===== src/rbuf_pkg.sv =====
// constants and carrier types of the read-buffer mode handler
package rbuf_pkg;
    // command block decode
    localparam logic [7:0]  OPC_READ_BUF  = 8'h3c;
    localparam logic [4:0]  MODE_LOG      = 5'h01;
    localparam logic [4:0]  MODE_DATA     = 5'h02;
    localparam logic [4:0]  MODE_DESC     = 5'h03;
    localparam logic [4:0]  MODE_ECHO     = 5'h0a;
    localparam logic [4:0]  MODE_EDESC    = 5'h0b;
    localparam logic [2:0]  LOG_SPEC      = 3'h2;
    localparam logic [7:0]  LOG_SEL       = 8'ha6;
    localparam logic [7:0]  DATA_SEL      = 8'h00;
    ////////////////////////////////////////////////////////////////////////
    // telemetry log layout
    localparam logic [23:0] LOG_SIZE      = 24'h01_8000;
    localparam logic [63:0] LOG_SIZE_Q    = 64'h0000_0000_0001_8000;
    localparam logic [63:0] PAGE_SIZE_Q   = 64'h0000_0000_0000_4000;
    localparam logic [63:0] NUM_PAGES     = 64'h0000_0000_0000_0006;
    localparam logic [63:0] REV_MAJOR     = 64'h0000_0000_0000_0002;
    localparam logic [63:0] REV_MINOR     = 64'h0000_0000_0000_0004;
    localparam logic [63:0] REV_SUB       = 64'h0000_0000_0000_0000;
    localparam logic [63:0] MAX_HEADS     = 64'h0000_0000_0000_0018;
    localparam logic [10:0] W_SIG         = 11'h000;
    localparam logic [10:0] W_REV_MAJOR   = 11'h001;
    localparam logic [10:0] W_REV_MINOR   = 11'h002;
    localparam logic [10:0] W_REV_SUB     = 11'h003;
    localparam logic [10:0] W_PAGES       = 11'h004;
    localparam logic [10:0] W_LOG_SIZE    = 11'h005;
    localparam logic [10:0] W_PAGE_SIZE   = 11'h006;
    localparam logic [10:0] W_HEADS       = 11'h007;
    localparam logic [10:0] W_PAGE_NUM    = 11'h000;
    localparam logic [10:0] W_COPY_NUM    = 11'h001;
    localparam int          ST_SUPPORTED  = 7;
    localparam int          ST_VALID      = 6;
    localparam int          ST_LIMITED    = 5;
    ////////////////////////////////////////////////////////////////////////
    // buffers and descriptors
    localparam logic [7:0]  OFS_BOUNDARY  = 8'h09;
    localparam logic [23:0] DBUF_SIZE     = 24'h01_0000;
    localparam logic [23:0] DESC_LEN      = 24'h00_0004;
    localparam logic [12:0] ECHO_CAP      = 13'h00fc;
    localparam int          ECHO_AW       = 8;
    ////////////////////////////////////////////////////////////////////////
    // sense data
    localparam logic [3:0]  SK_ILLEGAL    = 4'h5;
    localparam logic [7:0]  ASC_BAD_FIELD = 8'h24;
    localparam logic [7:0]  ASC_BAD_OPC   = 8'h20;
    ////////////////////////////////////////////////////////////////////////
    // timing
    localparam int          CLK_PERIOD_NS = 10;
    localparam int          SETTLE_MS     = 1000;
    localparam int          SETTLE_CYC    = SETTLE_MS * (1000000 / CLK_PERIOD_NS);
    ////////////////////////////////////////////////////////////////////////
    // carriers
    typedef struct packed {
        logic [7:0]  opcode;
        logic [2:0]  mode_spec;
        logic [4:0]  mode;
        logic [7:0]  buffer_selector;
        logic [23:0] offset;
        logic [23:0] alloc_len;
    } cdb_t;
    typedef struct packed {
        logic        supported;
        logic        limited;
        logic        needs_settle;
        logic [55:0] data;
    } field_t;
    typedef struct packed {
        logic        done;
        logic        check;
        logic [3:0]  sense_key;
        logic [7:0]  asc;
    } status_t;
endpackage


===== src/echo_mem.sv =====
// echo buffer storage with registered read data
module echo_mem (
    input  wire logic                         clk,
    input  wire logic                         wr_en,
    input  wire logic [rbuf_pkg::ECHO_AW-1:0] wr_addr,
    input  wire logic [7:0]                   wr_data,
    input  wire logic [rbuf_pkg::ECHO_AW-1:0] rd_addr,
    output logic      [7:0]                   rd_data
);
    logic [7:0] mem [0:(1<<rbuf_pkg::ECHO_AW)-1];

    // one write port, one registered read port
    always_ff @(posedge clk) begin
        if (wr_en) begin
            mem[wr_addr] <= wr_data;
        end
        rd_data <= mem[rd_addr];
    end
endmodule // echo_mem


===== src/read_buffer_mode_handler.sv =====
// read-buffer command modes: telemetry log, data, descriptors and echo buffer
//
// Contract
// - command block: opcode 3Ch, mode, selector, 3-byte offset, 3-byte allocation length
// - offset zero with length 0x18000 returns the whole 96 KB log
// - telemetry request past the 96 KB end fails with invalid field
// - log is six 16 KiB pages, header page 0, statistics pages 1 to 5
// - header words: signature, revisions 2/4/0, pages, sizes, 24 heads, rest reserved
// - statistics page: page number, copy number, field words, rest reserved
// - field word: status byte on top, seven data bytes below
// - status bit7 supported, bit6 valid, bit5 limited lifetime, bits4-0 zero
// - valid bit of fields that need settling stays clear until the settle time after reset
// - limited fields restart only after one command pulls the whole log
// - data read offset beyond buffer ends with check condition, invalid field
// - data read sends the lesser of allocation length and available data
// - descriptor mode sends up to four bytes; zero length sends nothing
// - descriptor length one to three ends with check condition
// - descriptor byte 0 reports offset boundary 0x09
// - echo read returns last echo write, lesser of request and written
// - echo read ignores top length bytes, selector and offset
// - echo descriptor needs zero offset, sends up to four bytes with capacity
// - echo overwrite supported indication reads zero
module read_buffer_mode_handler #(
    parameter int unsigned SETTLE_CYCLES = rbuf_pkg::SETTLE_CYC,
    parameter logic [63:0] LOG_SIGNATURE = 64'h0123_4567_89ab_cdef // arbitrary value
) (
    input  wire logic                         clk,
    input  wire logic                         rst,
    input  wire logic                         cmd_valid,
    input  wire rbuf_pkg::cdb_t               cmd,
    output logic                              busy,
    output logic                              din_valid,
    output logic [7:0]                        din_byte,
    output logic                              din_last,
    input  wire logic                         din_ready,
    output rbuf_pkg::status_t                 stat,
    output logic [15:0]                       dbuf_addr,
    input  wire logic [7:0]                   dbuf_data,
    output logic [13:0]                       field_addr,
    input  wire rbuf_pkg::field_t             field,
    input  wire logic                         echo_wr_en,
    input  wire logic [rbuf_pkg::ECHO_AW-1:0] echo_wr_addr,
    input  wire logic [7:0]                   echo_wr_data,
    input  wire logic                         echo_wr_commit,
    input  wire logic [7:0]                   echo_wr_len,
    output logic                              limited_restart
);
    typedef enum logic [4:0] {
        S_IDLE  = 5'b00001,
        S_FETCH = 5'b00010,
        S_WAIT1 = 5'b00100,
        S_WAIT2 = 5'b01000,
        S_DONE  = 5'b10000
    } state_t;

    state_t            state_r, state_nxt;
    logic [4:0]        mode_r, mode_nxt;
    logic [23:0]       pos_r, pos_nxt;
    logic [23:0]       end_r, end_nxt;
    logic              whole_r, whole_nxt;
    logic              send_r, send_nxt;
    logic [7:0]        byte_r, byte_nxt;
    logic              last_r, last_nxt;
    rbuf_pkg::status_t stat_r, stat_nxt;
    logic [15:0]       dbuf_addr_r, dbuf_addr_nxt;
    logic [13:0]       field_addr_r, field_addr_nxt;
    logic [7:0]        echo_addr_r, echo_addr_nxt;
    logic              restart_r, restart_nxt;
    logic [15:0]       copy_r, copy_nxt;
    logic [31:0]       settle_r, settle_nxt;
    logic              settled_r, settled_nxt;
    logic              echo_ok_r, echo_ok_nxt;
    logic [7:0]        echo_len_r, echo_len_nxt;
    logic [7:0]        echo_rd_data;
    logic              fld_settle_r;
    logic              busy_r, busy_nxt;

    echo_mem u_echo (
        .clk     (clk),
        .wr_en   (echo_wr_en),
        .wr_addr (echo_wr_addr),
        .wr_data (echo_wr_data),
        .rd_addr (echo_addr_r),
        .rd_data (echo_rd_data)
    );

    // header page word by index
    function automatic logic [63:0] hdr_word(input logic [10:0] w);
        unique case (w)
            rbuf_pkg::W_SIG:       hdr_word = LOG_SIGNATURE;
            rbuf_pkg::W_REV_MAJOR: hdr_word = rbuf_pkg::REV_MAJOR;
            rbuf_pkg::W_REV_MINOR: hdr_word = rbuf_pkg::REV_MINOR;
            rbuf_pkg::W_REV_SUB:   hdr_word = rbuf_pkg::REV_SUB;
            rbuf_pkg::W_PAGES:     hdr_word = rbuf_pkg::NUM_PAGES;
            rbuf_pkg::W_LOG_SIZE:  hdr_word = rbuf_pkg::LOG_SIZE_Q;
            rbuf_pkg::W_PAGE_SIZE: hdr_word = rbuf_pkg::PAGE_SIZE_Q;
            rbuf_pkg::W_HEADS:     hdr_word = rbuf_pkg::MAX_HEADS;
            default:               hdr_word = 64'h0000_0000_0000_0000;
        endcase
    endfunction

    ////////////////////////////////////////////////////////////////////////
    // power-up settle timer and echo-written bookkeeping
    always_comb begin
        settle_nxt   = settle_r;
        settled_nxt  = settled_r;
        echo_ok_nxt  = echo_ok_r;
        echo_len_nxt = echo_len_r;
        if (!settled_r) begin
            settle_nxt  = settle_r + 32'h0000_0001;
            settled_nxt = (settle_r + 32'h0000_0001) >= SETTLE_CYCLES;
        end
        if (echo_wr_commit) begin
            echo_ok_nxt  = 1'b1;
            echo_len_nxt = echo_wr_len;
        end
    end

    always_ff @(posedge clk) begin
        if (rst) begin
            settle_r   <= 32'h0000_0000;
            settled_r  <= 1'b0;
            echo_ok_r  <= 1'b0;
            echo_len_r <= 8'h00;
        end else begin
            settle_r   <= settle_nxt;
            settled_r  <= settled_nxt;
            echo_ok_r  <= echo_ok_nxt;
            echo_len_r <= echo_len_nxt;
        end
    end

    ////////////////////////////////////////////////////////////////////////
    // command accept, byte fetch and data-in sequencing
    always_comb begin
        logic [24:0] sum;
        logic [23:0] len;
        logic [23:0] avail;
        logic [63:0] word;
        logic [31:0] dword;
        logic [7:0]  st;
        logic        chk;
        sum            = {1'b0, cmd.offset} + {1'b0, cmd.alloc_len};
        len            = 24'h00_0000;
        avail          = rbuf_pkg::DBUF_SIZE - cmd.offset;
        word           = 64'h0000_0000_0000_0000;
        dword          = 32'h0000_0000;
        st             = 8'h00;
        chk            = 1'b0;
        state_nxt      = state_r;
        mode_nxt       = mode_r;
        pos_nxt        = pos_r;
        end_nxt        = end_r;
        whole_nxt      = whole_r;
        send_nxt       = send_r;
        byte_nxt       = byte_r;
        last_nxt       = last_r;
        stat_nxt       = stat_r;
        stat_nxt.done  = 1'b0;
        dbuf_addr_nxt  = dbuf_addr_r;
        field_addr_nxt = field_addr_r;
        echo_addr_nxt  = echo_addr_r;
        restart_nxt    = 1'b0;
        copy_nxt       = copy_r;
        unique case (state_r)
            S_IDLE: begin
                if (cmd_valid) begin
                    mode_nxt  = cmd.mode;
                    whole_nxt = 1'b0;
                    pos_nxt   = cmd.offset;
                    stat_nxt  = '{1'b0, 1'b0, 4'h0, 8'h00};
                    unique case (cmd.mode)
                        rbuf_pkg::MODE_LOG: begin
                            chk = cmd.mode_spec != rbuf_pkg::LOG_SPEC
                                || cmd.buffer_selector != rbuf_pkg::LOG_SEL
                                || sum > {1'b0, rbuf_pkg::LOG_SIZE};
                            len = cmd.alloc_len;
                            whole_nxt = cmd.offset == 24'h00_0000
                                && cmd.alloc_len == rbuf_pkg::LOG_SIZE;
                        end
                        rbuf_pkg::MODE_DATA: begin
                            chk = cmd.offset >= rbuf_pkg::DBUF_SIZE;
                            len = (cmd.alloc_len < avail) ? cmd.alloc_len : avail;
                        end
                        rbuf_pkg::MODE_DESC: begin
                            chk = cmd.alloc_len != 24'h00_0000
                                && cmd.alloc_len < rbuf_pkg::DESC_LEN;
                            len = (cmd.alloc_len < rbuf_pkg::DESC_LEN)
                                ? cmd.alloc_len : rbuf_pkg::DESC_LEN;
                            pos_nxt = 24'h00_0000;
                        end
                        rbuf_pkg::MODE_ECHO: begin
                            chk = !echo_ok_r;
                            len = {16'h0000, (cmd.alloc_len[7:0] < echo_len_r)
                                ? cmd.alloc_len[7:0] : echo_len_r};
                            pos_nxt = 24'h00_0000;
                        end
                        rbuf_pkg::MODE_EDESC: begin
                            chk = cmd.offset != 24'h00_0000;
                            len = (cmd.alloc_len < rbuf_pkg::DESC_LEN)
                                ? cmd.alloc_len : rbuf_pkg::DESC_LEN;
                            pos_nxt = 24'h00_0000;
                        end
                        default: chk = 1'b1;
                    endcase
                    if (cmd.opcode != rbuf_pkg::OPC_READ_BUF) begin
                        stat_nxt = '{1'b0, 1'b1, rbuf_pkg::SK_ILLEGAL,
                            rbuf_pkg::ASC_BAD_OPC};
                        state_nxt = S_DONE;
                    end else if (chk) begin
                        stat_nxt = '{1'b0, 1'b1, rbuf_pkg::SK_ILLEGAL,
                            rbuf_pkg::ASC_BAD_FIELD};
                        state_nxt = S_DONE;
                    end else if (len == 24'h00_0000) begin
                        state_nxt = S_DONE;
                    end else begin
                        state_nxt = S_FETCH;
                    end
                    end_nxt = pos_nxt + len;
                end
            end
            S_FETCH: begin
                dbuf_addr_nxt  = pos_r[15:0];
                field_addr_nxt = pos_r[16:3];
                echo_addr_nxt  = pos_r[7:0];
                state_nxt      = S_WAIT1;
            end
            S_WAIT1: state_nxt = S_WAIT2;
            S_WAIT2: begin
                if (send_r) begin
                    if (din_ready) begin
                        send_nxt = 1'b0;
                        pos_nxt  = pos_r + 24'h00_0001;
                        state_nxt = last_r ? S_DONE : S_FETCH;
                    end
                end else begin
                    // statistics field word: status byte over seven data bytes
                    st[rbuf_pkg::ST_SUPPORTED] = field.supported;
                    st[rbuf_pkg::ST_VALID] = field.supported
                        && (!field.needs_settle || settled_r);
                    st[rbuf_pkg::ST_LIMITED] = field.supported && field.limited;
                    if (pos_r[16:14] == 3'h0) begin
                        word = hdr_word(pos_r[13:3]);
                    end else if (pos_r[13:3] == rbuf_pkg::W_PAGE_NUM) begin
                        word = {61'h0, pos_r[16:14]};
                    end else if (pos_r[13:3] == rbuf_pkg::W_COPY_NUM) begin
                        word = {48'h0000_0000_0000, copy_r};
                    end else if (field.supported) begin
                        word = {st, field.data};
                    end
                    unique case (mode_r)
                        rbuf_pkg::MODE_DESC: dword = {rbuf_pkg::OFS_BOUNDARY,
                            rbuf_pkg::DBUF_SIZE};
                        rbuf_pkg::MODE_EDESC: dword = {8'h00, 8'h00, 3'h0,
                            rbuf_pkg::ECHO_CAP};
                        default: dword = 32'h0000_0000;
                    endcase
                    unique case (mode_r)
                        rbuf_pkg::MODE_LOG:  byte_nxt = word[{pos_r[2:0], 3'h0} +: 8];
                        rbuf_pkg::MODE_DATA: byte_nxt = dbuf_data;
                        rbuf_pkg::MODE_ECHO: byte_nxt = echo_rd_data;
                        default: byte_nxt = dword[{~pos_r[1:0], 3'h0} +: 8];
                    endcase
                    send_nxt = 1'b1;
                    last_nxt = (pos_r + 24'h00_0001) == end_r;
                end
            end
            S_DONE: begin
                stat_nxt.done = 1'b1;
                last_nxt      = 1'b0;
                if (whole_r && !stat_r.check) begin
                    restart_nxt = 1'b1;
                    copy_nxt    = copy_r + 16'h0001;
                end
                state_nxt = S_IDLE;
            end
            default: state_nxt = S_IDLE;
        endcase
        busy_nxt = state_nxt != S_IDLE; // busy leaves a flop, in step with the state
    end

    always_ff @(posedge clk) begin
        if (rst) begin
            state_r      <= S_IDLE;
            mode_r       <= 5'h00;
            pos_r        <= 24'h00_0000;
            end_r        <= 24'h00_0000;
            whole_r      <= 1'b0;
            send_r       <= 1'b0;
            byte_r       <= 8'h00;
            last_r       <= 1'b0;
            stat_r       <= '{1'b0, 1'b0, 4'h0, 8'h00};
            dbuf_addr_r  <= 16'h0000;
            field_addr_r <= 14'h0000;
            echo_addr_r  <= 8'h00;
            restart_r    <= 1'b0;
            copy_r       <= 16'h0000;
            fld_settle_r <= 1'b0;
            busy_r       <= 1'b0;
        end else begin
            state_r      <= state_nxt;
            mode_r       <= mode_nxt;
            pos_r        <= pos_nxt;
            end_r        <= end_nxt;
            whole_r      <= whole_nxt;
            send_r       <= send_nxt;
            byte_r       <= byte_nxt;
            last_r       <= last_nxt;
            stat_r       <= stat_nxt;
            dbuf_addr_r  <= dbuf_addr_nxt;
            field_addr_r <= field_addr_nxt;
            echo_addr_r  <= echo_addr_nxt;
            restart_r    <= restart_nxt;
            copy_r       <= copy_nxt;
            fld_settle_r <= (state_r == S_WAIT2 && !send_r) ? field.needs_settle : fld_settle_r;
            busy_r       <= busy_nxt;
        end
    end

    // outputs straight from flops
    assign busy            = busy_r;
    assign din_valid       = send_r;
    assign din_byte        = byte_r;
    assign din_last        = last_r;
    assign stat            = stat_r;
    assign dbuf_addr       = dbuf_addr_r;
    assign field_addr      = field_addr_r;
    assign limited_restart = restart_r;
endmodule // read_buffer_mode_handler


===== config.mk =====
export PLATFORM = sky130hd
export DESIGN_NAME = read_buffer_mode_handler
export DESIGN_NICKNAME = d
export VERILOG_FILES = /design/src/rbuf_pkg.sv /design/src/echo_mem.sv /design/src/read_buffer_mode_handler.sv
export SDC_FILE = /design/constraint.sdc
export NUM_CORES = 2
export LEC_CHECK = 0
export BUFFER_PORTS_ARGS = -buffer_cell sky130_fd_sc_hd__buf_2
export CAP_MARGIN = 5
export CORE_ASPECT_RATIO = 0.5
export CORE_UTILIZATION = 60
export CTS_CLUSTER_DIAMETER = 100
export CTS_CLUSTER_SIZE = 14
export DETAILED_ROUTE_END_ITERATION = 10
export PLACE_DENSITY = 0.76
export REMOVE_ABC_BUFFERS = 1
export SLEW_MARGIN = 30
export SYNTH_ARGS = -nofsm -noshare
export SYNTH_HDL_FRONTEND = slang
export SYNTH_HIERARCHICAL = 1
export SYNTH_SLANG_ARGS = --single-unit

===== constraint.sdc =====
create_clock -name clk -period 9.19 [get_ports clk]
set_input_delay 1.3785 -clock clk [delete_from_list [all_inputs] [get_ports clk]]
set_output_delay 1.3785 -clock clk [all_outputs]
set_load 0.005 [all_outputs]

==> key figures <==
Power
  – Power Dens Cells: 187.7 mW/mm^2
  – Leakage Power: 30.75 nW
  – Worst VDD drop: 0.0001754 V

Synthesis
  – Multiplexer area fraction after synthesis: 13.08%
  – Largest family of logic cells by synthesized area: multiplexers
  – YS warnings: 6
  – Compound-Gate Fraction of Synth Area: 5.928%
  – Synth top area share: 66.54%
  – FFs w/ async S/R, synth: 0%
  – Number of distinct library cells after synthesis: 101
  – Top post-synthesis cells by count: edfxtp_1 (2,048), nor2_1 (490), mux4_2 (457)
  – Leading area contributor after synthesis: edfxtp_1
  – Cell area after synthesis: 0.09243 mm^2
  – Post-synthesis adder-cell area fraction: 1.167%
  – EDFF count, synth: 2,048
  – Largest cells by area after synthesis: edfxtp_1 (67%), mux4_2 (11%), dfxtp_1 (3.6%)
  – Predominant post-synthesis flop cell: edfxtp_1
  – Most common cell in the netlist: edfxtp_1
  – Syn Inst Count: 5,478
  – Register area share after synthesis: 70.09%
  – XOR/XNOR Fraction of Synth Area: 1.383%
  – Synth Register Bits: 2,212
  – Simple-Gate Fraction of Synth Area: 6.005%
  – Mapped Avg Cell Area: 16.87 um^2

Placement
  – DP Wirelength: 144,400 um
  – Final GP Congestion: 0.8783
  – Port buffer count: 216
  – Placed Area: 0.09512 mm^2
  – Placed cells: 7,508
  – Setup WS pre-CTS: 0.2735 ns

STA
  – Max-slew violation count: 0
  – Ratio of final minimum period to clock period: 90.27%
  – RSZ-0062 raised after global routing: false
  – Worst-Margin Slew: 1.129 ns
  – Max-slew headroom: 24.06%
  – Max Fclk: 120.5 MHz
  – Crit path time final: 8.296 ns
  – Crit path setup slack, layout: 0.8943 ns
  – Final setup fails: 0
  – Worst Skew: 0.05745 ns
  – WHS: 0.4579 ns
  – Final Hold Viols: 0

Clock network
  – CTS tree: yes
  – CTS resizes: 0
  – Clk_lat worst skew: 0.84 ns
  – Reg clk slew, reported paths: 0.06 ns
  – Clock sinks: 2,212
  – CTS buffer count: 184
  – H-Tree Depth: 4
  – Hold Buf Count CTS: 0
  – Clock Path Buffers: 4
  – Post-CTS Setup Inserts: 0
  – Clock root cell: clkbuf_16

Worst setup path
  – CP Launch Type: input pin
  – Reg2Reg Depth: 22
  – Critical path type: input pin to register
  – Crit. End Element: register
  – Slowest-stage cell, CP: nor4_1
  – Worst Path Required: 9.83 ns
  – Crit path max fanout: 4
  – CP max stage delay: 0.56 ns
  – Arrival time at the worst endpoint: 8.94 ns

Layout
  – Post-route cell area: 0.1002 mm^2
  – Cell Count, Final, Fillers Out: 7,741
  – Register Area: 0.06480 mm^2
  – P&R area growth vs syn: 8.408%
  – # nets final: 5,894
  – Fill count: 9,945
  – Area of the multi-input gates: 0.02569 mm^2
  – Share of cells above drive strength 1: 18.19%
  – Final core utilization: 65.80%

GRT
  – Number of global-route vias before repair: 51,900
  – First-pass GRT wire length: 341,300 um
  – Largest net degree at the start of global routing: 160
  – All-layer global routing usage: 29.90%
  – GR Overflow Total: 0
  – Initial antenna violation count: 9

Routing
  – Vias per cell: 6.857
  – Pre-antenna DRT Iters: 6
  – Routed wire length: 233,500 um
  – Via count: 53,080
  – Metal2 WL: 112,800 um
  – Residual DRC: 0
  – Max layer used: met5
  – Antenna Nets Post-Route: 0
  – Metal3 WL: 26,480 um
  – Metal1 wirelength: 87,520 um
  – Initial DRC count: 7,199
  – WL per Instance: 30.17 um

Floorplan
  – Initial core utilization: 60.70%
  – Die Span Y: 279.5 um
  – Core area: 0.1523 mm^2
  – Die area: 0.1557 mm^2
  – Chip Width: 557.1 um
  – # rows: 101
  – # IOs: 225

Run
  – Max-cap violations: 0

Hold path
  – Hold Path Cell Cnt: 2
  – Min-Delay Path Class: register to register

Outcome
  – Status: finished, final reports clean
-- per-stage QoR --
step                power [mW]  setup TNS, ns
floorplan                11.65        -155.28
global placement         12.02              0
detailed placement       12.05              0
CTS                      18.86              0
global route             19.30              0
finish                   18.81              0
-- state kept, by name (all words and copies together) (netlist names), 8 cells and up, named ones only --
signal / flops
u_echo/rd_data: 8
pos_r: 24
echo_len_r: 8
dbuf_addr: 15
settle_r: 32
end_r: 24
din_byte: 8
u_echo/mem: 2048
copy_r: 16
-- critical path, delay by kind of cell --
kind | cells | cell delay, ns
adder cells (fa/ha/maj) | 3 | 1.04
XOR/XNOR | 2 | 0.32
buffers and inverters | 2 | 0.22
AND/OR/NAND/NOR | 6 | 2.12
AO/OA/AOI/OAI | 16 | 3.84
-- path summary, 6_finish.rpt --
| kind | from | to | slack, ns |
|---|---|---|---|
| max | cmd[33] | end_r[22]$_SDFFE_PP0P_ | 0.89 |
| min | mode_r[2]$_SDFFE_PP0P_ | mode_r[2]$_SDFFE_PP0P_ | 0.46 |
| min reg2reg | mode_r[2]$_SDFFE_PP0P_ | mode_r[2]$_SDFFE_PP0P_ | 0.46 |
| max reg2reg | echo_len_r[4]$_SDFFE_PP0P_ | end_r[22]$_SDFFE_PP0P_ | 3.70 |
-- final cells by class --
class                   instances  area share, %
flip-flops and latches       2212          64.67
multi-input cells            2877          25.64
clock buffers                 214          4.771
well taps                    2060          2.572
repair buffers                307          2.012
inverters                      58         0.2173
clock inverters                 6        0.09865
diodes                          7        0.01748
-- cells in the final DEF (no fill, tap or decap), types with 11 or more instances in the layout --
cell and instances:
nand4_1 34, or3_1 11, a31oi_1 16, a221oi_1 23
nor2_1 484, and2_1 33, o221ai_1 51, o22ai_1 37
nor3_1 86, xnor2_1 79, clkbuf_16 187, a21o_1 32
buf_4 74, a22oi_1 139, nor2b_1 41, clkbuf_1 27
and3_1 20, mux4_2 457, nand3_1 102, o21ai_0 103
a21oi_1 234, o211ai_1 23, inv_1 57, xor2_1 67
nand2b_1 24, nand2_1 231, mux2i_1 169, buf_2 207
a22o_1 11, dfxtp_1 158, ha_1 83, nor4_1 32
edfxtp_1 2048, a211oi_1 41
-- power breakdown --
group | internal, mW | switching [mW]
Clock | 3.66 | 3.30
Combinational | 0.235 | 0.534
Sequential | 11.0 | 0.0428
Total | 14.9 | 3.88
-- logic make-up after synthesis --
family,after synthesis
fa+ha+maj,85
mux,633
flops,2212
xor+xnor,146
compound gates,812
other cells,1
buf+inv,396
simple gates,1193
-- routing by layer --
metal	vias up	track usage (%)
li1	22090	-
met1	27290	41.69
met2	3250	47.99
met3	441	6.519
met4	6	8.772
met5	-	0
Note: power is estimated with default switching activity, not from simulation.
